## config.mk

```make
export PLATFORM = sky130hd
export DESIGN_NAME = host_coprocessor_control_regs
export DESIGN_NICKNAME = d
export VERILOG_FILES = /design/src/design/host_coproc_pkg.sv /design/src/design/host_coprocessor_control_regs.sv
export SDC_FILE = /design/constraint.sdc
export NUM_CORES = 1
export LEC_CHECK = 0
export ABC_AREA = 1
export BUFFER_PORTS_ARGS = -buffer_cell sky130_fd_sc_hd__buf_2
export CAP_MARGIN = 10
export CORE_MARGIN = 1
export CORE_UTILIZATION = 50
export CTS_CLUSTER_SIZE = 25
export DETAILED_ROUTE_END_ITERATION = 6
export PLACE_DENSITY = 0.74
export SYNTH_ARGS = -nofsm -noshare
export SYNTH_HDL_FRONTEND = slang
export SYNTH_SLANG_ARGS = --single-unit
export TNS_END_PERCENT = 1
```

## constraint.sdc

```tcl
create_clock -name i_clk -period 5.1 [get_ports i_clk]
set_input_delay 0.255 -clock i_clk [delete_from_list [all_inputs] [get_ports i_clk]]
set_output_delay 0.255 -clock i_clk [all_outputs]
set_load 0.01 [all_outputs]
```

## src/design/host_coproc_pkg.sv

```systemverilog
package host_coproc_pkg;

  // expanded bank numbers, selected by the low nibble of the register pointer
  localparam logic [3:0] BANK_B = 4'hb;
  localparam logic [3:0] BANK_F = 4'hf;

  // bank b offsets
  localparam logic [3:0] OFF_MBOX_OUT_FIRST = 4'h0;
  localparam logic [3:0] OFF_MBOX_OUT_LAST = 4'h7;
  localparam logic [3:0] OFF_MBOX3_IN_LOW = 4'hf;

  // bank f offsets
  localparam logic [3:0] OFF_PORT_CFG = 4'h0;
  localparam logic [3:0] OFF_PORT4_DATA = 4'h2;
  localparam logic [3:0] OFF_PORT4_MODE = 4'h3;
  localparam logic [3:0] OFF_PORT5_DATA = 4'h4;
  localparam logic [3:0] OFF_PORT5_MODE = 4'h5;
  localparam logic [3:0] OFF_PORT45_CFG = 4'h6;
  localparam logic [3:0] OFF_STOP_RECOVERY = 4'hb;
  localparam logic [3:0] OFF_COPROC_CTRL = 4'hc;
  localparam logic [3:0] OFF_WATCHDOG_MODE = 4'hf;

  // bank f access masks, one bit per offset
  localparam logic [15:0] BANKF_RD_MASK = 16'h9814;
  localparam logic [15:0] BANKF_WR_MASK = 16'h987d;

  // standard control registers f0..ff
  localparam logic [3:0] CTL_PAGE = 4'hf;
  localparam logic [7:0] ADDR_RESERVED_SLOT = 8'hf0;
  localparam logic [7:0] ADDR_TIMER_MODE = 8'hf1;
  localparam logic [7:0] ADDR_COUNTER_TIMER1 = 8'hf2;
  localparam logic [7:0] ADDR_PRESCALER1 = 8'hf3;
  localparam logic [7:0] ADDR_COUNTER_TIMER0 = 8'hf4;
  localparam logic [7:0] ADDR_PRESCALER0 = 8'hf5;
  localparam logic [7:0] ADDR_PORT2_MODE = 8'hf6;
  localparam logic [7:0] ADDR_PORT3_MODE = 8'hf7;
  localparam logic [7:0] ADDR_PORT0_MODE = 8'hf8;
  localparam logic [7:0] ADDR_INT_PRIORITY = 8'hf9;
  localparam logic [7:0] ADDR_INT_REQUEST = 8'hfa;
  localparam logic [7:0] ADDR_INT_MASK = 8'hfb;
  localparam logic [7:0] ADDR_FLAGS = 8'hfc;
  localparam logic [7:0] ADDR_REG_POINTER = 8'hfd;
  localparam logic [7:0] ADDR_STACK_HIGH = 8'hfe;
  localparam logic [7:0] ADDR_STACK_LOW = 8'hff;
  localparam logic [3:0] CTL_RP_INDEX = 4'hd;
  localparam logic [15:0] CTL_RD_MASK = 16'hfc16;
  localparam logic [15:0] CTL_WR_MASK = 16'hfffe;

  // coprocessor control field positions
  localparam int CC_DIV_HI = 7;
  localparam int CC_DIV_LO = 6;
  localparam int CC_RESET = 5;
  localparam int CC_RUN = 4;
  localparam int CC_INT2 = 1;
  localparam int CC_HOST_INTERRUPT_THREE = 0;

  // host clock divider codes and terminal counts (period minus one)
  localparam logic [1:0] DIV_BY8 = 2'b00;
  localparam logic [1:0] DIV_BY4 = 2'b01;
  localparam logic [2:0] TERM_BY8 = 3'h7;
  localparam logic [2:0] TERM_BY4 = 3'h3;
  localparam logic [2:0] TERM_BY2 = 3'h1;

  // reset values
  localparam logic [7:0] RESET_BYTE = 8'h00;
  localparam logic [1:0] RESET_DIV = 2'b00;
  localparam logic RESET_RUN = 1'b0;
  localparam logic [7:0] READ_NONE = 8'h00;

  // host register port request
  typedef struct packed {
    logic wr;
    logic rd;
    logic [7:0] addr;
    logic [7:0] wdata;
  } host_req_t;

  // control signals toward the coprocessor
  typedef struct packed {
    logic reset_pulse;
    logic run;
    logic int2_req;
    logic [1:0] clk_div;
  } coproc_ctl_t;

endpackage

```

## src/design/host_coprocessor_control_regs.sv

```systemverilog
`timescale 1ns/1ns
`default_nettype none

// Function
// - bits 7:6 pick oscillator divide 8/4/2
// - bit 5 write one resets coprocessor, reads 0
// - bit 4 read/write, 0 halts, 1 runs
// - bits 3:2 reserved, read zero, ignore writes
// - bit 1 reads coprocessor interrupt two request
// - bit 1 write one sets that request
// - bit 0 reads host interrupt three request
// - bit 0 write one clears interrupt three
// - bank b 0fh mailbox three low, read-only
// - bank f port configuration/mode registers write-only
// - prescalers, port modes, priority are write-only
// - bank b 00h-07h form four outgoing words
module host_coprocessor_control_regs
  import host_coproc_pkg::*;
(
  // clock and reset
  input wire logic i_clk,
  input wire logic i_rst,
  // host register port
  input wire host_req_t i_host,
  output logic [7:0] o_rdata,
  output logic o_rvalid,
  // coprocessor mailbox and interrupt side
  input wire logic [15:0] i_mbox3_in,
  input wire logic i_int2_ack,
  input wire logic i_host_interrupt_three_raise,
  output logic [3:0][15:0] o_mbox_out,
  output coproc_ctl_t o_coproc,
  output logic o_host_host_interrupt_three,
  // derived host clock tick
  output logic o_host_clk_tick,
  // register contents steering the ports, timers and core
  output logic [15:0][7:0] o_bankf_regs,
  output logic [15:0][7:0] o_ctl_regs
);

  // whole state of the block
  typedef struct packed {
    logic [7:0][7:0] mbox;     // outgoing mailbox bytes, bank b 00..07
    logic [15:0][7:0] bankf;   // bank f storage, offset indexed
    logic [15:0][7:0] ctl;     // control registers f0..ff
    logic [1:0] div;           // host clock divider select
    logic run;                 // coprocessor run / halt
    logic int2;                // coprocessor interrupt two request
    logic host_interrupt_three;                // host interrupt three request
    logic reset_pls;           // coprocessor reset strobe
    logic [2:0] cnt;           // divider count
    logic tick;                // divided clock tick
    logic [7:0] rdata;         // read answer
    logic rvalid;              // read answer valid
  } state_t;

  state_t st_r;   // registered state
  state_t st_nxt; // next state

  // terminal count of the host clock divider for a select code
  function automatic logic [2:0] div_term(input logic [1:0] sel);
    if (sel[1])
      div_term = TERM_BY2;
    else if (sel == DIV_BY4)
      div_term = TERM_BY4;
    else
      div_term = TERM_BY8;
  endfunction

  // low addresses reach the expanded bank that the pointer names
  function automatic logic in_bank(input logic [7:0] addr, input logic [7:0] rp,
                                   input logic [3:0] bank);
    in_bank = (addr[7:4] == 4'h0) && (rp[3:0] == bank);
  endfunction

  // decoded strobes
  logic [7:0] rp;      // current register pointer
  logic hit_b;         // access falls in bank b
  logic hit_f;         // access falls in bank f
  logic hit_ctl;       // access falls in f0..ff
  logic cc_wr;         // write to coprocessor control
  logic cc_rd;         // read of coprocessor control
  logic [3:0] off;     // low address nibble

  // address decoding
  always_comb
  begin
    rp = st_r.ctl[CTL_RP_INDEX];
    off = i_host.addr[3:0];
    hit_b = in_bank(i_host.addr, rp, BANK_B);
    hit_f = in_bank(i_host.addr, rp, BANK_F);
    hit_ctl = (i_host.addr[7:4] == CTL_PAGE);
    cc_wr = i_host.wr && hit_f && (off == OFF_COPROC_CTRL);
    cc_rd = i_host.rd && hit_f && (off == OFF_COPROC_CTRL);
  end

  // next state
  always_comb
  begin
    st_nxt = st_r;
    st_nxt.reset_pls = 1'b0;
    st_nxt.rvalid = 1'b0;

    // host clock divider, wraps once the count reaches the term
    if (st_r.cnt >= div_term(st_r.div))
    begin
      st_nxt.cnt = 3'h0;
      st_nxt.tick = 1'b1;
    end
    else
    begin
      st_nxt.cnt = st_r.cnt + 3'h1;
      st_nxt.tick = 1'b0;
    end

    // coprocessor acknowledge drops interrupt two; a host set below wins
    if (i_int2_ack)
      st_nxt.int2 = 1'b0;
    // host clear of interrupt three; the coprocessor raise below wins
    if (cc_wr && i_host.wdata[CC_HOST_INTERRUPT_THREE])
      st_nxt.host_interrupt_three = 1'b0;

    // host writes
    if (i_host.wr)
    begin
      if (hit_b)
      begin
        // only outgoing bytes are writable; incoming bytes ignore writes
        if (off <= OFF_MBOX_OUT_LAST)
          st_nxt.mbox[off[2:0]] = i_host.wdata;
        // offset 0fh is the incoming low byte: writes dropped
      end
      else if (hit_f)
      begin
        if (off == OFF_COPROC_CTRL)
        begin
          st_nxt.div = i_host.wdata[CC_DIV_HI:CC_DIV_LO];
          st_nxt.run = i_host.wdata[CC_RUN];
          st_nxt.reset_pls = i_host.wdata[CC_RESET];
          // bits 3:2 have no storage, so writes vanish
          if (i_host.wdata[CC_INT2])
            st_nxt.int2 = 1'b1;
        end
        else if (BANKF_WR_MASK[off])
          st_nxt.bankf[off] = i_host.wdata;
      end
      else if (hit_ctl)
      begin
        // reserved slot f0 has no write mask bit
        if (CTL_WR_MASK[off])
          st_nxt.ctl[off] = i_host.wdata;
      end
    end

    // raise of interrupt three in the same cycle as a clear is kept
    if (i_host_interrupt_three_raise)
      st_nxt.host_interrupt_three = 1'b1;

    // host reads answer one cycle later from a flip-flop
    if (i_host.rd)
    begin
      st_nxt.rvalid = 1'b1;
      st_nxt.rdata = READ_NONE;
      if (hit_b)
      begin
        if (off <= OFF_MBOX_OUT_LAST)
          st_nxt.rdata = st_r.mbox[off[2:0]];
        else if (off == OFF_MBOX3_IN_LOW)
          st_nxt.rdata = i_mbox3_in[7:0];
      end
      else if (hit_f)
      begin
        if (off == OFF_COPROC_CTRL)
          // reset bit and reserved bits read zero
          st_nxt.rdata = {st_r.div, 1'b0, st_r.run, 2'b00, st_r.int2, st_r.host_interrupt_three};
        else if (BANKF_RD_MASK[off])
          st_nxt.rdata = st_r.bankf[off];
        // write-only bank f registers answer zero
      end
      else if (hit_ctl)
      begin
        if (CTL_RD_MASK[off])
          st_nxt.rdata = st_r.ctl[off];
        // write-only control registers answer zero
      end
    end
  end

  // state register with synchronous reset
  always_ff @(posedge i_clk)
  begin
    if (i_rst)
    begin
      st_r <= '0;
      st_r.div <= RESET_DIV;
      st_r.run <= RESET_RUN;
      st_r.rdata <= RESET_BYTE;
    end
    else
      st_r <= st_nxt;
  end

  // outputs, all straight from flip-flops
  always_comb
  begin
    for (int w = 0; w < 4; w++)
      // high byte sits at the even offset
      o_mbox_out[w] = {st_r.mbox[2 * w], st_r.mbox[2 * w + 1]};
    o_rdata = st_r.rdata;
    o_rvalid = st_r.rvalid;
    o_coproc.reset_pulse = st_r.reset_pls;
    o_coproc.run = st_r.run;
    o_coproc.int2_req = st_r.int2;
    o_coproc.clk_div = st_r.div;
    o_host_host_interrupt_three = st_r.host_interrupt_three;
    o_host_clk_tick = st_r.tick;
    o_bankf_regs = st_r.bankf;
    o_ctl_regs = st_r.ctl;
  end

  // helpers for the checks: what the previous request was
  logic cc_rd_q;    // previous cycle read coprocessor control
  logic cc_wr_q;    // previous cycle wrote coprocessor control
  logic prescaler1_rd_q;  // previous cycle read prescaler one
  logic mb3_rd_q;   // previous cycle read incoming low byte
  logic pcfg_rd_q;  // previous cycle read port configuration
  logic [3:0] since_tick_q; // cycles since the last host clock tick, saturating
  logic [1:0] div_seen_q; // divider select in the cycle of the last tick
  logic div_kept_q; // select unchanged since that tick
  // tick spacing is counted here: a long repetition in a property is slow to check,
  // and a select change in mid-period is left out since the period then shortens or stretches
  always_ff @(posedge i_clk)
  begin
    if (i_rst)
    begin
      cc_rd_q <= 1'b0;
      cc_wr_q <= 1'b0;
      prescaler1_rd_q <= 1'b0;
      mb3_rd_q <= 1'b0;
      pcfg_rd_q <= 1'b0;
      since_tick_q <= 4'h0;
      div_seen_q <= 2'b00;
      div_kept_q <= 1'b0;
    end
    else
    begin
      cc_rd_q <= cc_rd;
      cc_wr_q <= cc_wr;
      prescaler1_rd_q <= i_host.rd && (i_host.addr == ADDR_PRESCALER1);
      mb3_rd_q <= i_host.rd && hit_b && (off == OFF_MBOX3_IN_LOW);
      pcfg_rd_q <= i_host.rd && hit_f && (off == OFF_PORT_CFG);
      // a tick restarts the count and records the select in force
      if (o_host_clk_tick)
      begin
        since_tick_q <= 4'h1;
        div_seen_q <= o_coproc.clk_div;
        div_kept_q <= 1'b1;
      end
      else
      begin
        if (since_tick_q != 4'hf)
          since_tick_q <= since_tick_q + 4'h1;
        div_kept_q <= div_kept_q && (o_coproc.clk_div == div_seen_q);
      end
    end
  end

  // with select 00 held since the last tick, ticks come every eight cycles
  a_div8_period: assert property (
    @(posedge i_clk) disable iff (i_rst)
    div_kept_q && (div_seen_q == DIV_BY8) |-> o_host_clk_tick == (since_tick_q == 4'h8))
    else $error("host clock tick not every eight cycles");

  // select 01 gives a tick every four cycles
  a_div4_period: assert property (
    @(posedge i_clk) disable iff (i_rst)
    div_kept_q && (div_seen_q == DIV_BY4) |-> o_host_clk_tick == (since_tick_q == 4'h4))
    else $error("host clock tick not every four cycles");

  // either select with the upper bit set gives a tick every two cycles
  a_div2_period: assert property (
    @(posedge i_clk) disable iff (i_rst)
    div_kept_q && div_seen_q[1] |-> o_host_clk_tick == (since_tick_q == 4'h2))
    else $error("host clock tick not every two cycles");

  // the divider select takes the written field one cycle after the write
  a_div_select: assert property (
    @(posedge i_clk) disable iff (i_rst)
    cc_wr_q |-> o_coproc.clk_div == $past(i_host.wdata[CC_DIV_HI:CC_DIV_LO]))
    else $error("divider select did not take written value");

  a_reset_strobe: assert property (
    @(posedge i_clk) disable iff (i_rst)
    cc_wr |=> o_coproc.reset_pulse == $past(i_host.wdata[CC_RESET]))
    else $error("coprocessor reset strobe wrong");

  // the strobe lasts one cycle and never comes without a control write
  a_reset_one_cycle: assert property (
    @(posedge i_clk) disable iff (i_rst)
    !cc_wr |=> !o_coproc.reset_pulse)
    else $error("coprocessor reset strobe without a write");

  a_run_follows: assert property (
    @(posedge i_clk) disable iff (i_rst)
    cc_wr |=> o_coproc.run == $past(i_host.wdata[4]))
    else $error("run bit did not take written value");

  a_cc_read_zero: assert property (
    @(posedge i_clk) disable iff (i_rst)
    cc_rd_q |-> o_rvalid && (o_rdata[5:2] == {1'b0, $past(o_coproc.run), 2'b00}))
    else $error("control read shows reset or reserved bits");

  a_int2_feedback: assert property (
    @(posedge i_clk) disable iff (i_rst)
    cc_rd |=> o_rdata[1] == $past(o_coproc.int2_req))
    else $error("interrupt two feedback wrong");

  a_int2_set_hold: assert property (
    @(posedge i_clk) disable iff (i_rst)
    (cc_wr && i_host.wdata[1]) or (o_coproc.int2_req && !i_int2_ack)
      |=> o_coproc.int2_req)
    else $error("interrupt two request lost");

  // a zero written to the set bit leaves the request alone
  a_int2_keep_zero: assert property (
    @(posedge i_clk) disable iff (i_rst)
    cc_wr && !i_host.wdata[CC_INT2] && !i_int2_ack |=> o_coproc.int2_req == $past(o_coproc.int2_req))
    else $error("interrupt two request changed by a zero");

  a_host_interrupt_three_feedback: assert property (
    @(posedge i_clk) disable iff (i_rst)
    cc_rd |=> o_rdata[0] == $past(o_host_host_interrupt_three))
    else $error("interrupt three feedback wrong");

  a_host_interrupt_three_clear: assert property (
    @(posedge i_clk) disable iff (i_rst)
    cc_wr && !i_host_interrupt_three_raise |=> o_host_host_interrupt_three == ($past(o_host_host_interrupt_three) && !$past(i_host.wdata[0])))
    else $error("interrupt three clear wrong");

  // a raise in the cycle of a host clear is never lost
  a_host_interrupt_three_raise_wins: assert property (
    @(posedge i_clk) disable iff (i_rst)
    i_host_interrupt_three_raise |=> o_host_host_interrupt_three)
    else $error("interrupt three raise lost");

  a_mbox3_read: assert property (
    @(posedge i_clk) disable iff (i_rst)
    mb3_rd_q |-> o_rdata == $past(i_mbox3_in[7:0]))
    else $error("incoming mailbox byte read wrong");

  // a host write to the incoming byte touches no outgoing byte
  a_mbox_in_ignored: assert property (
    @(posedge i_clk) disable iff (i_rst)
    i_host.wr && hit_b && (off == OFF_MBOX3_IN_LOW) |=> $stable(o_mbox_out))
    else $error("write to incoming byte changed the mailbox");

  a_wo_reads_zero: assert property (
    @(posedge i_clk) disable iff (i_rst)
    prescaler1_rd_q |-> o_rvalid && (o_rdata == 8'h00))
    else $error("write-only register visible");

  // the port configuration register answers zero to the host
  a_pcfg_reads_zero: assert property (
    @(posedge i_clk) disable iff (i_rst)
    pcfg_rd_q |-> o_rvalid && (o_rdata == 8'h00))
    else $error("port configuration visible");

  a_mbox_word_high: assert property (
    @(posedge i_clk) disable iff (i_rst)
    i_host.wr && hit_b && (off == 4'h0) |=> o_mbox_out[0][15:8] == $past(i_host.wdata))
    else $error("outgoing word high byte wrong");

  // the odd offset fills the low byte of its word
  a_mbox_word_low: assert property (
    @(posedge i_clk) disable iff (i_rst)
    i_host.wr && hit_b && (off == 4'h1) |=> o_mbox_out[0][7:0] == $past(i_host.wdata))
    else $error("outgoing word low byte wrong");

endmodule

`default_nettype wire

```

-- Word-level counts from Yosys, hierarchy flattened
Memory sizes are Yosys's and may differ from the RTL's.
Cells that the tools add are included.
- $add $sub $neg: 1
- order comparisons: 6
- equality and inequality tests: 6
- multiplexer cells: 37
- bitwise operators: 4
- reductions and logical operators: 15
- operator list (cell ; count):
    128-bit bitwise mux ; 2
    8-bit 2-to-1 mux ; 13
    8-bit binary-select mux with 4-bit select ; 2
    64-bit bitwise mux ; 1
    8-bit demux with 4-bit select ; 1
    8-bit binary-select mux with 3-bit select ; 1
    8-bit demux with 3-bit select ; 1
    4-bit equality test, second input constant ; 5
    1-bit 2-to-1 mux ; 14
    5-bit AND reduction ; 2
    1-bit logical AND ; 7
    3-bit 2-to-1 mux ; 2
    4-bit by 5-bit less-than comparator with 1-bit output, second input constant ; 1
    5-bit OR reduction ; 1
    4-bit by 1-bit greater-or-equal comparator with 1-bit output, second input constant ; 1
    4-bit by 3-bit less-or-equal comparator with 1-bit output, second input constant ; 1
    4-bit zero test ; 1
    3-bit by 4-bit less-than comparator with 1-bit output, second input constant ; 1
    1-bit inverter ; 4
    4-bit AND reduction ; 1
    3-bit by 1-bit adder with 3-bit output, second input constant ; 1
    3-bit by 1-bit greater-or-equal comparator with 1-bit output, second input constant ; 1
    3-bit greater-or-equal comparator ; 1
    3-bit AND reduction ; 1
    3 further kinds ; 3
- flip-flop bits (word level): 339
- bits in read-only memories: 64
- input port bits: 38
- word-level logic and storage cells: 122
- memories: 4
- memory list (memory ; words ; bits a word ; rd ports ; clocked after Yosys merged registers in ; wr ports ; RTL line ; RTL):
    (no name shown) ; 16 ; 1 ; 1 ; 0 ; 0 ; host_coprocessor_control_regs.sv:182 ; if (CTL_RD_MASK[off])
    (no name shown) ; 16 ; 1 ; 1 ; 0 ; 0 ; host_coprocessor_control_regs.sv:176 ; else if (BANKF_RD_MASK[off])
    (no name shown) ; 16 ; 1 ; 1 ; 0 ; 0 ; host_coprocessor_control_regs.sv:150 ; if (CTL_WR_MASK[off])
    (no name shown) ; 16 ; 1 ; 1 ; 0 ; 0 ; host_coprocessor_control_regs.sv:144 ; else if (BANKF_WR_MASK[off])

-- Logic depth before layout (Yosys ltp)
Gate-level depths: netlist (run 1).
- depth in word-level cells: 7
- mapped depth: 16
- mapped depth without buffers: 13

-- Worst setup path after synthesis (run 1)
No wires, ideal clock.
- kind: in2reg
- start point: in i_host[8] in the netlist's numbering
- end point: reg st_r, in the netlist o_bankf_regs[109]
- library setup time: 0.119 ns
- arrival time: 2.282 ns
- required time: 4.981 ns
- path slack: 2.699 ns
- stages on the path: 15
- buffers on the path: 5
- cell sequence: buf_4 > inv_1 > buf_4 > buf_2 > ha_1 > inv_1 > nor2_2 > inv_1 > nand2_1 > nor3_4 > buf_12 > nand3_4 > buf_2 > o21ai_1 > a21oi_1
- cells in the longest elaborated chain, start to end: 5
- elaborated cells on any way between the ends: 11
- those cells by class: order compare: 2; eq/ne: 1; mux: 4; bitwise: 1; reduce/logical: 2; memory: 1
- RTL lines (item ; RTL line ; RTL):
    start: declaration ; host_coprocessor_control_regs.sv:24 ; input wire host_req_t i_host,
    4-bit by 5-bit less-than comparator with 1-bit output (implied by the code) / 4-bit by 1-bit greater-or-equal comparator with 1-bit output (equally long branches) ; host_coprocessor_control_regs.sv:145 ; st_nxt.bankf[off] = i_host.wdata;
    1-bit logical AND (implied by the code) ; host_coprocessor_control_regs.sv:145 ;
    8-bit 2-to-1 mux (implied by the code) ; host_coprocessor_control_regs.sv:145 ;
    8-bit demux with 4-bit select ; host_coprocessor_control_regs.sv:145 ;
    128-bit bitwise mux ; host_coprocessor_control_regs.sv:145 ;
    end signal: assignment ; host_coprocessor_control_regs.sv:200 ; st_r <= st_nxt;
    end: declaration ; host_coprocessor_control_regs.sv:57 ; state_t st_r;
Several ways; a longest one is shown, not always the timed one. The select of a mux whose other input is x is not followed.
A chain may end at the register's enable or synchronous reset.

-- Worst setup path after layout (run 1)
- start point: in i_host[9] in the netlist's numbering
- end point: reg st_r, in the netlist o_bankf_regs[58]
The elaborated chain is that of the path after synthesis.

==> results of run 1 <==
==> cell usage in the layout (no fill, tap or decap), types with 4 or more instances in the layout <==
| cell | count |
|---|---|
| dfxtp_1 | 339 |
| clkinv_2 | 9 |
| nor2_4 | 11 |
| clkbuf_8 | 10 |
| ha_1 | 9 |
| buf_4 | 17 |
| nand3_4 | 10 |
| nand4_1 | 6 |
| o21ai_1 | 19 |
| nand3_1 | 71 |
| nand2_2 | 5 |
| clkinv_1 | 8 |
| nor2_1 | 139 |
| bufinv_16 | 4 |
| inv_1 | 234 |
| clkbuf_16 | 38 |
| nor3_1 | 14 |
| nor2_2 | 7 |
| o21ai_0 | 325 |
| nand2_1 | 504 |
| o22ai_1 | 6 |
| a211oi_1 | 16 |
| a21oi_1 | 319 |
| o21a_1 | 6 |
| buf_2 | 364 |
| inv_2 | 6 |
==> sequential cells by signal, summed over array words and instances, names as in the netlist <==
signal                       cells
o_host_clk_tick                  1
o_rvalid                         1
o_bankf_regs                   128
o_mbox_out                      64
rp                               8
o_host_host_interrupt_three      1
o_rdata                          8
st_r                             3
o_coproc                         5
o_ctl_regs                     120
==> final timing paths <==
check	to	slack, ns	cells after the start
max reg2reg	o_bankf_regs[58]$_SDFFE_PP0P_	2.19	9
min reg2reg	o_bankf_regs[97]$_SDFFE_PP0P_	0.44	2
max	o_bankf_regs[58]$_SDFFE_PP0P_	2.07	11
min	o_coproc[2]$_SDFF_PP0_	0.02	4
==> cell families after synthesis <==
group	Yosys count	synth area share
simple gates	774	0.185
buf+inv	731	0.233
compound gates	695	0.198
flops	339	0.378
fa+ha+maj	9	0.00627
xor+xnor	1	0.000488
==> tightest hold or removal path: cells and delay by family <==
| family | cells | cell delay [ns] |
|---|---|---|
| compound gates | 1 | 0.05 |
| simple gates | 1 | 0.04 |
| buf+inv | 2 | 0.15 |
==> metal layers <==
| layer | up-vias | wire length (um) | GRT usage |
|---|---|---|---|
| met5 | - | 0 | 0 |
| met1 | 7662 | 25300 | 0.424 |
| li1 | 7730 | - | - |
| met4 | 0 | 2560 | 0.147 |
| met3 | 146 | 5770 | 0.0560 |
| met2 | 875 | 28500 | 0.523 |
==> cell usage after synthesis <==
cell type,count
dfxtp_1,339
buf_4,354
nor3_2,1
nor3_4,1
bufinv_8,1
buf_6,5
a211oi_1,16
nor3_1,14
nand4_1,6
o21a_1,6
xnor2_1,1
nand2_2,5
nand3_4,10
buf_12,1
a21oi_1,319
o21ai_0,325
nor2_2,7
nand2_4,1
o2bb2ai_1,1
nor2_1,139
nor4_1,1
a21o_1,1
clkbuf_1,80
inv_1,236
nand3_1,71
nand3b_1,2
o211ai_1,1
nand2_1,504
buf_1,6
ha_1,9
and2_1,1
o22ai_1,6
clkinv_1,8
o21ai_1,19
inv_2,5
buf_2,35
o211a_1,1
nor2_4,11
==> area by class of cell <==
class | instances | share of cell area
inverter | 250 | 0.0516
timing repair buffer | 382 | 0.105
clock buffer | 50 | 0.0590
sequential | 339 | 0.365
clock inverter | 18 | 0.0115
multi-input combinational | 1479 | 0.376
tap | 461 | 0.0310
==> through the flow <==
stage,setup WS (ns),cell area (um^2),hold slack (ns),power [W],util
global route,1.82,18600,0.0433,0.00601,0.524
finish,2.07,18600,0.0236,0.00588,0.524
floorplan,2.70,18000,0.389,0.00293,-
detailed placement,1.56,17300,0.430,0.00306,0.487
global placement,1.65,17300,0.426,0.00305,0.487
CTS,2.09,18600,0.00785,0.00589,0.524
==> power by group <==
group | switching (W) | leakage (nW) | internal [W] | total (W)
combinational | 0.000283 | 5.10 | 0.0000663 | 0.000349
clock | 0.00115 | 0.651 | 0.00172 | 0.00287
sequential | 0.00000552 | 2.73 | 0.00265 | 0.00266
total | 0.00144 | 8.48 | 0.00444 | 0.00588
==> what timing repair did <==
action,CTS,global route
hold buffers,1,0
hold endpoints to repair,1,0
setup endpoints to repair,0,0
==> flow_summary.toml, run 1 <==
[cts]
clock_latency_ns = 0.53
numCtsBuffers = 38
cts_buffer_depth = 3
cts_resized = 0
post_cts.repair.setup_buffers = 0
clkTransAtPathRegs_ns = 0.06
clock_sinks = 339
cts.root.buffer_cell = "clkbuf_16"
cts_max_level = 2
cts_tree = "built"

[pwr]
ir_worst_vdd_mv = 0.244
leakage_nw = 8.48
p_per_area_mw_per_mm2 = 316

[place]
place_inst = 2910
numPortBuffers = 365
dp_hpwl_mm = 42.2
globalplace.congestion = 0.933

[status]
status = "complete, no violations"

[drt]
firstDrtPassIters = 6
postRouteAntennaNets = 0
drc = 0
viasPerCell = 5.51
wirelength_mm = 62.2
via_count = 16400
wl_per_cell_um = 20.9
drt_iter0_markers = 1691

[timing]
slew_headroom = 0.198
skew_ns = 0.0188
setup_viol = 0
finalMaxSlewViolations = 0
worstMarginPinSlew_ns = 1.20
setup_tns_ns = 0
rsz0062_at_grt = "false"
fin_crit_sh = 0.595
period_needed_ns = 3.03
hold_viol = 0
max_freq_mhz = 330

[global_routing]
grt_first_pass_wirelength_mm = 89.5
track_usage = 0.325
antenna_found_initial = 1
gr-total-overflow = 0
grt_max_degree = 173
grt_pass1_vias = 14800

[yosys]
seq_area_frac_synth = 0.378
synth.avg_cell_area_um2 = 7.05
synth_nets = 2596
synth_largest_area_cell = "dfxtp_1"
ys_seq_elements = 339
syn-cell-area_mm2 = 0.0180
synthTopCellsByArea = "dfxtp_1, buf_4, nand2_1, o21ai_0, a21oi_1"
yosysWarnings = 0
syn_inst = 2549
synth_top_area_share = 0.378
ys_types = 38

[floorplanning]
start_util = 0.506
rows = 69
die-area_mm2 = 0.0367
die_width_um = 192
ios = 374
core_mm2 = 0.0355
die_h_um = 192

[layout]
n_antenna_cell = 0
areaGrowthSynthToFinish_pct = 3.46
drive_gt1_frac = 0.195
multi_input_area_mm2 = 0.00699
nNetsFinal = 2537
regArea_mm2 = 0.00679
layout.cells.non_filler = 2979
fillerInstances = 3435

[critical_path]
r2r-start = "rp[1]$_SDFFE_PP0P_"
worst-path-buf-inv = 4
crit_start = "i_host[9]"
start_kind = "primary input"
cp.required_ns = 5.48
worst_path_largest_cell_delay_ns = 0.66
cp_max_fo = 23
crit_arrival_ns = 3.42
path_cells = "buf_2 > inv_2 > ha_1 > inv_1 > nor2_2 > inv_1 > nand2_1 > nor3_4 > nand3_1 > o21ai_0 > a21oi_1"
crit_top_cell = "inv_1"
crit_family = "simple AND/OR/NAND/NOR gates"
path_class = "primary input to register"
critical-path-slowest-cell = "nand3_1"
endpoint_kind = "register"

[worst_hold_path]
hold_start = "i_int2_ack"
hold_class = "primary input to register"

[job]
max_cap_violations = 0
(Power assumes the default switching activity.)
==> inputs of run 2 (changes only) <==
clock period = 3.14 ns   (was 5.1 ns; I/O delays follow)
==> run 2 against run 1 <==
  * The run now ends with design-rule violations left
  * Die area stayed put
  * Power is 70% higher
  * Routed wire length is 0.45% lower
  * Setup slack worse by 1.9 ns
  * Largest power group unchanged
  * Worst hold slack better by 0.0083 ns
  * Critical path type is now register to register
  * First-iteration DRC count is 2.7% lower
  * Final cell count is 0.64% higher
  * Largest cell class unchanged
  * Register-to-register slack worse by 2.0 ns
  * Sequential share of layout area is 0.58 points lower
==> flow_summary.toml, run 2 (same netlist as run 1, synthesis figures left out) <==
[global_routing]
antenna_found_initial = 2
grt_pass1_vias = 15200
track_usage = 0.329
gr-total-overflow = 0
grt_max_degree = 147
grt_first_pass_wirelength_mm = 91.1

[timing]
setup_slack_ns = 0.196
hold_viol = 0
slew_headroom = 0.233
finalMaxSlewViolations = 0
max_freq_mhz = 340
setup_tns_ns = 0
period_needed_ns = 2.94
rsz0062_at_grt = "false"
worstMarginPinSlew_ns = 1.15
fin_crit_sh = 0.938
holdWs_ns = 0.0318
setup_viol = 0
skew_ns = 0.0111

[critical_path]
cp_max_fo = 16
endpoint_kind = "register"
path_class = "register to register"
cp.required_ns = 3.52
start_kind = "register"
crit_arrival_ns = 3.33

[layout]
nNetsFinal = 2559
areaGrowthSynthToFinish_pct = 5.12
final_cell_area_mm2 = 0.0189
regArea_mm2 = 0.00679
fillerInstances = 3465
multi_input_area_mm2 = 0.00699
final_common_cell = "nand2_1"
largest_reg_flops = 128
final_cell_mix = "nand2_1, buf_2, dfxtp_1"
drive_gt1_frac = 0.199
fin_util = 0.532

[cts]
cts.root.buffer_cell = "clkbuf_16"
clkTransAtPathRegs_ns = 0.06
cts_max_level = 2
cts_buffer_depth = 3
clock_sinks = 339
postCtsHoldBufs = 3
numCtsBuffers = 38
cts_tree = "built"
post_cts.repair.setup_buffers = 0
cts_resized = 0
clock_latency_ns = 0.54

[drt]
drt_iter0_markers = 1646
wl_per_cell_um = 20.6
via_count = 16500
drc = 1
wirelength_mm = 61.9
postRouteAntennaNets = 0
firstDrtPassIters = 7
viasPerCell = 5.49

[place]
globalplace.congestion = 0.937
dpl_cell_area_mm2 = 0.0174
dp_hpwl_mm = 42.9
numPortBuffers = 365
dp_slack_ns = 0.424

[pwr]
clockPowerShare = 0.509
swShare = 0.236
power.internal_w = 0.00764
power_switching_w = 0.00235
combPwrFrac = 0.058
ir_worst_vdd_mv = 0.409
pwr-share-seq = 0.433
leakage_nw = 8.63
p_per_area_mw_per_mm2 = 529

[floorplanning]
die_h_um = 192
rows = 69
core_mm2 = 0.0355
die-area_mm2 = 0.0367
die_width_um = 192
ios = 374
start_util = 0.506

[job]
max_cap_violations = 0

[worst_hold_path]
hold_class = "primary input to register"

[status]
status = "complete, but fails checks"
failed_checks = "design-rule violations"
## run 2: cell types whose count changed in the layout (fill, tap and decap cells not counted), moves of 2 or more
cell           change
bufinv_16          +7
buf_4             +17
clkinvlp_4         -2
clkinv_2           -5
buf_12             +3
dlygate4sd3_1      +2
inv_6              +2
clkbuf_8           -7
clkbuf_1           +2
## run 2: cell type report
| cell class | instances | area share |
|---|---|---|
| antenna | 1 | 0.000133 |
| sequential | 339 | 0.359 |
| tap | 461 | 0.0305 |
| timing repair buffer | 404 | 0.115 |
| multi-input combinational | 1479 | 0.370 |
| clock buffer | 45 | 0.0533 |
| inverter | 250 | 0.0507 |
| clock inverter | 19 | 0.0208 |
## run 2: metal layers
| metal | vias to the layer above | GRT usage | wire (um) |
|---|---|---|---|
| met3 | 159 | 0.0617 | 6140 |
| li1 | 7778 | - | - |
| met5 | - | 0 | 0 |
| met2 | 923 | 0.525 | 27900 |
| met4 | 0 | 0.163 | 2970 |
| met1 | 7601 | 0.426 | 24900 |
## run 2: final timing paths
check	start	to	slack [ns]	depth (start not counted)
max	rp[1]$_SDFFE_PP0P_	o_bankf_regs[63]$_SDFFE_PP0P_	0.20	8
min	i_host[7]	o_mbox_out[63]$_SDFFE_PP0P_	0.03	3
max reg2reg	rp[1]$_SDFFE_PP0P_	o_bankf_regs[63]$_SDFFE_PP0P_	0.20	8
min reg2reg	o_bankf_regs[101]$_SDFFE_PP0P_	o_bankf_regs[101]$_SDFFE_PP0P_	0.44	2
## run 2: through the flow
step           cells  total power, W
2_1_floorplan   2549         0.00475
3_3_place_gp    2930         0.00497
3_5_place_dp    2930         0.00498
4_1_cts         2997          0.0100
5_1_grt         2998          0.0102
6_report        2998         0.00999
## run 2: worst max-delay path, stage by stage (launching register included)
cell	delay, ns
dfxtp_1	0.33
nand2_1	0.19
nor3_1	0.10
nand2_1	0.41
inv_1	0.27
nor2_2	0.38
nand3_1	0.58
o21ai_0	0.44
a21oi_1	0.08
## run 2: power groups by stage
stage | sequential, W | clock [W] | combinational (W)
floorplan | 0.00441 | 0 | 0.000342
global placement | 0.00441 | 0 | 0.000558
detailed placement | 0.00442 | 0 | 0.000562
CTS | 0.00432 | 0.00511 | 0.000568
global route | 0.00432 | 0.00530 | 0.000616
finish | 0.00432 | 0.00508 | 0.000583
